**src/verilog/pfc_pkg.sv**
```systemverilog
package pfc_pkg;

    // ------------------------------------------------------------------
    // Register indices (byte address is four times the index)
    // ------------------------------------------------------------------
    localparam int unsigned PFC_NREG = 19;
    localparam logic [13:0] PFC_IDX_OD0  = 14'h3F50;
    localparam logic [13:0] PFC_IDX_OD1  = 14'h3F51;
    localparam logic [13:0] PFC_IDX_OD2  = 14'h3F52;
    localparam logic [13:0] PFC_IDX_OD3  = 14'h3F53;
    localparam logic [13:0] PFC_IDX_OD4  = 14'h3F54;
    localparam logic [13:0] PFC_IDX_OD5  = 14'h3F55;
    localparam logic [13:0] PFC_IDX_OD6  = 14'h3F56;
    localparam logic [13:0] PFC_IDX_DS0  = 14'h3EC0;
    localparam logic [13:0] PFC_IDX_DS2  = 14'h3EC1;
    localparam logic [13:0] PFC_IDX_DS3  = 14'h3EC2;
    localparam logic [13:0] PFC_IDX_DS4  = 14'h3EC3;
    localparam logic [13:0] PFC_IDX_DS5  = 14'h3EC4;
    localparam logic [13:0] PFC_IDX_DS6  = 14'h3EC5;
    localparam logic [13:0] PFC_IDX_DS7  = 14'h3EC6;
    localparam logic [13:0] PFC_IDX_STOE = 14'h3F2C;
    localparam logic [13:0] PFC_IDX_STSL = 14'h3F2D;
    localparam logic [13:0] PFC_IDX_LTOE = 14'h3F2E;
    localparam logic [13:0] PFC_IDX_LTSL = 14'h3F2F;
    localparam logic [13:0] PFC_IDX_CLK  = 14'h3F3E;

    // ------------------------------------------------------------------
    // Writable bit masks, reset value and table order
    // ------------------------------------------------------------------
    localparam logic [7:0] PFC_MSK_OD0  = 8'hB0;
    localparam logic [7:0] PFC_MSK_OD1  = 8'h20;
    localparam logic [7:0] PFC_MSK_OD2  = 8'h38;
    localparam logic [7:0] PFC_MSK_OD3  = 8'hC7;
    localparam logic [7:0] PFC_MSK_OD4  = 8'hDD;
    localparam logic [7:0] PFC_MSK_OD5  = 8'h1D;
    localparam logic [7:0] PFC_MSK_OD6  = 8'hE0;
    localparam logic [7:0] PFC_MSK_FULL = 8'hFF;
    localparam logic [7:0] PFC_MSK_DS2  = 8'h7F;
    localparam logic [7:0] PFC_MSK_ST   = 8'h3F;
    localparam logic [7:0] PFC_MSK_LTOE = 8'h07;
    localparam logic [7:0] PFC_MSK_LTSL = 8'h3F;
    localparam logic [7:0] PFC_MSK_CLK  = 8'h0F;
    localparam logic [7:0] PFC_RST_VAL  = 8'h00;

    localparam logic [13:0] PFC_IDX_TAB [PFC_NREG] = '{
        PFC_IDX_OD0, PFC_IDX_OD1, PFC_IDX_OD2, PFC_IDX_OD3, PFC_IDX_OD4,
        PFC_IDX_OD5, PFC_IDX_OD6, PFC_IDX_DS0, PFC_IDX_DS2, PFC_IDX_DS3,
        PFC_IDX_DS4, PFC_IDX_DS5, PFC_IDX_DS6, PFC_IDX_DS7, PFC_IDX_STOE,
        PFC_IDX_STSL, PFC_IDX_LTOE, PFC_IDX_LTSL, PFC_IDX_CLK};
    localparam logic [7:0] PFC_MSK_TAB [PFC_NREG] = '{
        PFC_MSK_OD0, PFC_MSK_OD1, PFC_MSK_OD2, PFC_MSK_OD3, PFC_MSK_OD4,
        PFC_MSK_OD5, PFC_MSK_OD6, PFC_MSK_FULL, PFC_MSK_DS2, PFC_MSK_FULL,
        PFC_MSK_FULL, PFC_MSK_FULL, PFC_MSK_FULL, PFC_MSK_FULL, PFC_MSK_ST,
        PFC_MSK_ST, PFC_MSK_LTOE, PFC_MSK_LTSL, PFC_MSK_CLK};

    // Table slots of the registers that steer logic.
    localparam int unsigned PFC_K_DS0  = 7;
    localparam int unsigned PFC_K_STOE = 14;
    localparam int unsigned PFC_K_STSL = 15;
    localparam int unsigned PFC_K_LTOE = 16;
    localparam int unsigned PFC_K_LTSL = 17;
    localparam int unsigned PFC_K_CLK  = 18;

    // ------------------------------------------------------------------
    // Clock output field and encodings
    // ------------------------------------------------------------------
    localparam int unsigned PFC_CLK_SRC_LSB = 2;
    localparam int unsigned PFC_CLK_PIN_BIT = 1;
    localparam int unsigned PFC_CLK_EN_BIT  = 0;

    typedef enum logic [1:0] {
        PFC_SRC_SUB  = 2'b00,
        PFC_SRC_HS   = 2'b01,
        PFC_SRC_SYS  = 2'b10,
        PFC_SRC_RTC  = 2'b11
    } pfc_clk_src_t;

    typedef enum logic [1:0] {
        PFC_PIN_FIRST  = 2'b00,
        PFC_PIN_SECOND = 2'b01,
        PFC_PIN_THIRD  = 2'b10,
        PFC_PIN_BAD    = 2'b11
    } pfc_pin_code_t;

    // Pin grants of every routed function, at most one per shared pin.
    typedef struct packed {
        logic [5:0] stm_a;
        logic [5:0] stm_b;
        logic [2:0] ltm_a;
        logic [2:0] ltm_b;
        logic [2:0] ltm_c;
        logic       clk_a;
        logic       clk_b;
    } pfc_route_t;

endpackage : pfc_pkg

```
**src/verilog/pfc_top.sv**
```systemverilog
// Operation
// - Open-drain bit clear gives push-pull, set gives N-channel open-drain.
// - Port 0 open-drain register writable only at bits 7, 5 and 4.
// - Port 1 open-drain register writable only at bit 5.
// - Port 2 open-drain register writable at bits 5 to 3.
// - Port 3 open-drain register writable at bits 7-6 and 2-0.
// - Port 4 open-drain register writable at bits 7-6, 4-2 and 0.
// - Port 5 open-drain register writable at bits 4-2 and 0.
// - Port 6 open-drain register writable at bits 7-5 only.
// - Drive bit clear asks normal N-channel drive, set asks large drive.
// - Drive registers for ports 0, 2-7 consecutive; port 2 bit 7 zero.
// - Short timer enable bits 5-0 give timer output on pin; 7-6 zero.
// - Short timer select bits pick first pin when clear, second when set.
// - Long timer enable bits 2-0 for timers 9-7; bits 7-3 read zero.
// - Long timer two-bit fields pick first, second or third pin.
// - Clock source field picks sub, high-speed, system or time-base clock.
// - Clock pin bit picks first pin when clear, second when set.
// - Clock enable bit clear keeps general I/O, set gives clock output.
module pfc_top (
    input  wire logic                    clk_i,
    input  wire logic                    rst_n_i,
    input  wire logic                    psel_i,
    input  wire logic                    penable_i,
    input  wire logic                    pwrite_i,
    input  wire logic [15:0]             paddr_i,
    input  wire logic [31:0]             pwdata_i,
    input  wire logic [3:0]              pstrb_i,
    output logic      [31:0]             prdata_o,
    output logic                         pready_o,
    output logic                         pslverr_o,
    input  wire logic                    sub_clk_i,
    input  wire logic                    hs_clk_i,
    input  wire logic                    system_clock_i,
    input  wire logic                    rtc_tb_clk_i,
    output logic      [6:0][7:0]         opendrain_select_bits_o,
    output logic      [7:0][7:0]         drive_strength_bits_o,
    output pfc_pkg::pfc_route_t          route_o,
    output logic                         clock_out_o
);

    // ------------------------------------------------------------------
    // Register storage
    // ------------------------------------------------------------------
    logic [7:0]          regs_reg [pfc_pkg::PFC_NREG];
    logic [pfc_pkg::PFC_NREG-1:0] hit;
    logic                mapped;
    logic [7:0]          rd_next;
    logic                wr_done;
    logic                rd_step;
    pfc_pkg::pfc_route_t route_next;
    pfc_pkg::pfc_route_t route_reg;
    logic                clock_out_reg;
    logic                clock_out_next;
    logic [7:0]          prdata_reg;
    logic                pready_reg;
    logic                pslverr_reg;

    // The access phase waits one cycle so that read data and the error
    // flag can be registered; the write lands when pready is seen high.
    assign rd_step = psel_i & penable_i & ~pready_reg;
    assign wr_done = psel_i & penable_i & pready_reg & pwrite_i;

    always_comb begin
        rd_next = 8'h00;
        for (int k = 0; k < pfc_pkg::PFC_NREG; k++) begin
            if (hit[k]) begin
                rd_next = regs_reg[k];
            end
        end
    end

    assign mapped = |hit;

    genvar g;
    generate
        for (g = 0; g < pfc_pkg::PFC_NREG; g++) begin : g_reg
            assign hit[g] = (paddr_i[15:2] == pfc_pkg::PFC_IDX_TAB[g]) &
                            (paddr_i[1:0] == 2'h0);
            // Masking the stored value keeps absent bits at zero.
            always_ff @(posedge clk_i or negedge rst_n_i) begin
                if (!rst_n_i) begin
                    regs_reg[g] <= pfc_pkg::PFC_RST_VAL;
                end else if (wr_done & hit[g] & pstrb_i[0]) begin
                    regs_reg[g] <= pwdata_i[7:0] &
                                   pfc_pkg::PFC_MSK_TAB[g];
                end
            end

        end
    endgenerate

    // ------------------------------------------------------------------
    // APB slave answer
    // ------------------------------------------------------------------
    always_ff @(posedge clk_i or negedge rst_n_i) begin
        if (!rst_n_i) begin
            pready_reg  <= 1'b0;
            pslverr_reg <= 1'b0;
            prdata_reg  <= 8'h00;
        end else if (rd_step) begin
            pready_reg  <= 1'b1;
            pslverr_reg <= ~mapped;
            prdata_reg  <= pwrite_i ? 8'h00 : rd_next;
        end else begin
            pready_reg  <= 1'b0;
            pslverr_reg <= 1'b0;
            prdata_reg  <= 8'h00;
        end
    end

    assign prdata_o  = {24'h00_0000, prdata_reg};
    assign pready_o  = pready_reg;
    assign pslverr_o = pslverr_reg;

    // ------------------------------------------------------------------
    // Pad controls
    // ------------------------------------------------------------------
    // Drive output 1 stays zero: port 1 has no drive register.
    always_comb begin
        for (int p = 0; p < 7; p++) begin
            opendrain_select_bits_o[p] = regs_reg[p];
        end
        drive_strength_bits_o[0] = regs_reg[pfc_pkg::PFC_K_DS0];
        drive_strength_bits_o[1] = 8'h00;
        for (int p = 2; p < 8; p++) begin
            drive_strength_bits_o[p] =
                regs_reg[pfc_pkg::PFC_K_DS0 + p - 1];
        end
    end

    // ------------------------------------------------------------------
    // Pin routing with fixed priority
    // ------------------------------------------------------------------
    // Priority on shared pins: short timers first, then long timers, then
    // the clock output, matching the order of the pin selection tables.
    // A prohibited code 11 grants no pin at all, so nothing is driven.
    always_comb begin
        logic [7:0] stoe;
        logic [7:0] stsl;
        logic [7:0] ltoe;
        logic [7:0] ltsl;
        logic [7:0] ckr;
        stoe = regs_reg[pfc_pkg::PFC_K_STOE];
        stsl = regs_reg[pfc_pkg::PFC_K_STSL];
        ltoe = regs_reg[pfc_pkg::PFC_K_LTOE];
        ltsl = regs_reg[pfc_pkg::PFC_K_LTSL];
        ckr  = regs_reg[pfc_pkg::PFC_K_CLK];
        route_next.stm_a = stoe[5:0] & ~stsl[5:0];
        route_next.stm_b = stoe[5:0] &  stsl[5:0];
        for (int t = 0; t < 3; t++) begin
            route_next.ltm_a[t] = ltoe[t] &
                (ltsl[2*t +: 2] == pfc_pkg::PFC_PIN_FIRST);
            route_next.ltm_b[t] = ltoe[t] &
                (ltsl[2*t +: 2] == pfc_pkg::PFC_PIN_SECOND);
            route_next.ltm_c[t] = ltoe[t] &
                (ltsl[2*t +: 2] == pfc_pkg::PFC_PIN_THIRD);
        end
        route_next.clk_a = ckr[pfc_pkg::PFC_CLK_EN_BIT] &
                           ~ckr[pfc_pkg::PFC_CLK_PIN_BIT];
        route_next.clk_b = ckr[pfc_pkg::PFC_CLK_EN_BIT] &
                           ckr[pfc_pkg::PFC_CLK_PIN_BIT];
        // Shared pad between timer 0 first pin, timer 2 first pin, clock.
        route_next.stm_a[2] = route_next.stm_a[2] & ~route_next.stm_a[0];
        route_next.clk_a = route_next.clk_a & ~route_next.stm_a[0] &
                           ~route_next.stm_a[2];
        // Other shared pads: short timer beats long timer, timer beats clock.
        route_next.ltm_c[1] = route_next.ltm_c[1] & ~route_next.stm_b[2];
        route_next.ltm_c[0] = route_next.ltm_c[0] & ~route_next.stm_b[0];
        route_next.ltm_b[0] = route_next.ltm_b[0] & ~route_next.stm_a[4];
        route_next.ltm_b[2] = route_next.ltm_b[2] & ~route_next.stm_b[1];
        route_next.clk_b = route_next.clk_b & ~route_next.ltm_a[1];
    end

    always_ff @(posedge clk_i or negedge rst_n_i) begin
        if (!rst_n_i) begin
            route_reg <= '0;
        end else begin
            route_reg <= route_next;
        end
    end

    assign route_o = route_reg;

    // ------------------------------------------------------------------
    // Clock output source
    // ------------------------------------------------------------------
    // The chosen source is sampled at the clk_i rate, so a source faster
    // than half of it is aliased; that is the price of registered outputs.
    always_comb begin
        logic [7:0] ckr;
        ckr = regs_reg[pfc_pkg::PFC_K_CLK];
        case (pfc_pkg::pfc_clk_src_t'(ckr[pfc_pkg::PFC_CLK_SRC_LSB +: 2]))
            pfc_pkg::PFC_SRC_SUB:  clock_out_next = sub_clk_i;
            pfc_pkg::PFC_SRC_HS:   clock_out_next = hs_clk_i;
            pfc_pkg::PFC_SRC_SYS:  clock_out_next = system_clock_i;
            pfc_pkg::PFC_SRC_RTC:  clock_out_next = rtc_tb_clk_i;
            default:               clock_out_next = 1'b0;
        endcase
        if (!ckr[pfc_pkg::PFC_CLK_EN_BIT]) begin
            clock_out_next = 1'b0;
        end
    end

    always_ff @(posedge clk_i or negedge rst_n_i) begin
        if (!rst_n_i) begin
            clock_out_reg <= 1'b0;
        end else begin
            clock_out_reg <= clock_out_next;
        end
    end

    assign clock_out_o = clock_out_reg;
endmodule : pfc_top

```
**config.mk**
```make
export PLATFORM = sky130hd
export DESIGN_NAME = pfc_top
export DESIGN_NICKNAME = d
export VERILOG_FILES = /design/src/verilog/pfc_pkg.sv /design/src/verilog/pfc_top.sv
export SDC_FILE = /design/constraint.sdc
export NUM_CORES = 1
export LEC_CHECK = 0
export ABC_AREA = 1
export CAP_MARGIN = 15
export CORE_MARGIN = 4
export CORE_UTILIZATION = 48
export CTS_CLUSTER_DIAMETER = 50
export DETAILED_ROUTE_END_ITERATION = 7
export DONT_BUFFER_PORTS = 1
export PLACE_DENSITY_LB_ADDON = 0.25
export REMOVE_ABC_BUFFERS = 1
export SKIP_LAST_GASP = 1
export SLEW_MARGIN = 10
export SYNTH_ARGS = -nofsm -noshare
export SYNTH_HDL_FRONTEND = slang
export SYNTH_SLANG_ARGS = --single-unit
```
**constraint.sdc**
```tcl
create_clock -name clk_i -period 1.7 [get_ports clk_i]
set_input_delay 0.085 -clock clk_i [delete_from_list [all_inputs] [get_ports clk_i]]
set_output_delay 0.085 -clock clk_i [all_outputs]
set_load 0.02 [all_outputs]
```
==> impl_metrics.csv <==
group,metric,value,unit
outcome,status,"finished, violations left",
outcome,violations,"negative hold slack",
clock_tree,ctsLongestPathBuffers,2,
clock_tree,cts.clk_slew.worst_paths,60,ps
yosys,synth_top_flop_cell,"dfrtp_1",
die,rows,45,
final_layout,nets,1038,
yosys,synth-warning-count,0,
final_layout,drive_gt1_share,18.89,%
clock_tree,tritoncts,"done",
routing,num_vias,5991,
setup_path,criticalPathCategory,"reg -> reg",
setup_path,r2r_slack,40,ps
job,max-cap-violations,0,
place,post-dp-hpwl,15.19,mm
setup_path,r2r-start,"opendrain_select_bits_o[4]",
timing,setup_slack,35.62,ps
setup_path,cp-start-kind,"flip-flop",
place,place_congestion,0.9057,
routing,drt-pass1-iter-count,6,
clock_tree,clk_latency,430,ps
clock_tree,htreeDepth,4,
routing,drcViolationCount,0,
timing,max_freq,600.8,MHz
final_layout,n_antenna_cell,0,
timing,fin_hold_ws,-650.5,ps
yosys,synthCells,951,
clock_tree,post_cts_buffers,0,
final_layout,layout_commonest_cell,"nand2_1",
yosys,netlist_area,7614,um2
routing,avgRoutedWirePerCell,16.93,um
timing,hold_violations,139,
setup_path,startpoint,"opendrain_select_bits_o[4]",
timing,worstMarginPinSlew,638.5,ps
die,die_h,133.9,um
setup_path,worstPathMaxFanout,2,
routing,postRouteAntennaNets,0,
place,portBuffers,0,
global_routing,grt_usage,22.95,%
pwr,power_density,871.2,nW/um2
clock_tree,root_buffer,"clkbuf_16",
global_routing,grt_pass1_vias,5681,
final_layout,syn_to_final_growth,10.17,%
die,core_area,15370,um2
setup_path,critPathCaptureType,"flip-flop",
routing,routed_wl,20.33,mm
clock_tree,numCtsBuffers,17,
routing,drtIter0Drc,463,
timing,min_period,1664,ps
yosys,synth_edf_count,0,
place,place_area,7729,um2
timing,period_share,97.90,%
yosys,syn_area_per_cell,8.006,um2
setup_path,r2r_end,"prdata_reg[4]",
yosys,postSynth.asyncResetShare,100.0,%
setup_path,r2r_cells,16,
timing,slew_headroom,57.38,%
die,die-area,17940,um2
global_routing,grt_max_degree,140,
die,die_w,133.9,um
timing,final.setup.tns,0,ps
routing,avgViaCountPerCell,4.988,
timing,setup_viol,0,
setup_path,arrival,1980,ps
timing,slew_violations,0,
global_routing,grt_first_pass_wirelength,31.82,mm
worst_hold_path,hp-class,"in -> async",
timing,fin_skew,5.279,ps
pwr,peakVddDrop,0.7831,mV
timing,rsz0062_at_grt,"true",
setup_path,crit_required,2020,ps
yosys,synth_seq_cells,139,
place,detailedPlace.worstSlack,-189.3,ps
die,pin_count,239,
global_routing,grt_overflow,0,
die,start_util,49.53,%
clock_tree,numClockSinks,139,
final_layout,largest_register_ffs,55,
yosys,ys_seq_area_share,45.69,%
final_layout,stdcell_area,8388,um2
yosys,ys_types,38,
final_layout,layout_common_cells,"nand2_1 (239), dfrtp_1 (139), o21ai_0 (121), buf_4 (100), inv_1 (78)",
pwr,p_leak,0.004284,uW
global_routing,antenna_found_initial,0,
clock_tree,cts_hold_buf,6,
-- power breakdown --
group          switching [uW]  internal (uW)  leakage [uW]  total, uW
clock network            1420           2260      0.000289       3690
logic                     248           56.3       0.00205        304
registers                3.29           3310       0.00194       3320
-- worst max-delay path by stage --
stage | endpoint | cells after the start
after CTS | prdata_reg[4] | 16
final | prdata_reg[4] | 16
after floorplan | drive_strength_bits_o[0] | 5
after global routing | prdata_reg[4] | 16
after global placement | prdata_reg[3] | 17
after detailed placement | prdata_reg[3] | 17
-- through the flow --
step | instances | hold WS, ps | total power (uW) | utilization [%]
global route | 1201 | -662.1 | 7516 | 54.57
floorplan | 851 | -210.6 | 3582 | -
global placement | 1163 | -203.1 | 3664 | 50.28
detailed placement | 1163 | -202.9 | 3664 | 50.28
CTS | 1201 | -659.0 | 7346 | 54.50
finish | 1201 | -650.5 | 7308 | 54.57
-- timing repair --
action                                 CTS  global route
endpoints found under the hold margin  144           139
resized for setup                        0             4
setup endpoints to repair                0             1
-- metal layers --
metal  wire length (um)  track usage, %  share of wire, %  vias to the layer above
met5                  0               0                 0                        -
met4                415           7.543               2.0                        0
met2               9542           35.91                47                      233
li1                   -               -                 -                     2901
met3               1949           7.952               9.6                       35
met1               8418           30.00                41                     2822
-- final cells by class --
type,count,area (um2)
Inverter,95,356.6
Clock buffer,21,470.5
Tap cell,211,264.0
Clock inverter,11,117.6
Multi-Input combinational cell,617,2870
Sequential cell,139,3478
Fill cell,1456,6983
Timing Repair Buffer,107,830.8
-- synthesized netlist by cell type (3+ instances only) --
library cell    n  share of area [%]
buf_4         144                 14
nand2_1       240                 12
inv_1          79                3.9
nand4_1         8               0.66
inv_2          16               0.79
a21oi_1        17                1.1
buf_2           3               0.20
o21ai_1         4               0.26
nor2_1         53                2.6
nand3_1        34                2.2
nor3_1         16                1.1
clkbuf_1       16               0.79
nand3_2         3               0.39
nor2_2          6               0.49
nor4_1          8               0.66
nor2_4          9                1.3
nand2_2         7               0.58
o21ai_0       121                8.0
dfrtp_1       139                 46
-- critical path, stage by stage (launching register included) --
cell and delay (ps):
dfrtp_1 390, inv_2 60, nor2_1 40, nand3_1 90
nand2_1 70, o21ai_2 180, nand2_1 80, nand2_1 70
nand2_1 50, nand2_1 80, nand2_1 70, nand2_2 80
nand3_2 70, nand2_1 70, nand2_1 40, nand2_1 60
a21oi_2 50
-- logic make-up after synthesis --
group           synth area share [%]
buf+inv                        19.87
flops                          45.69
simple gates                   23.29
compound gates                 10.98
mux                           0.1315
other cells                  0.04925
Power figures use the tool's default switching activity.
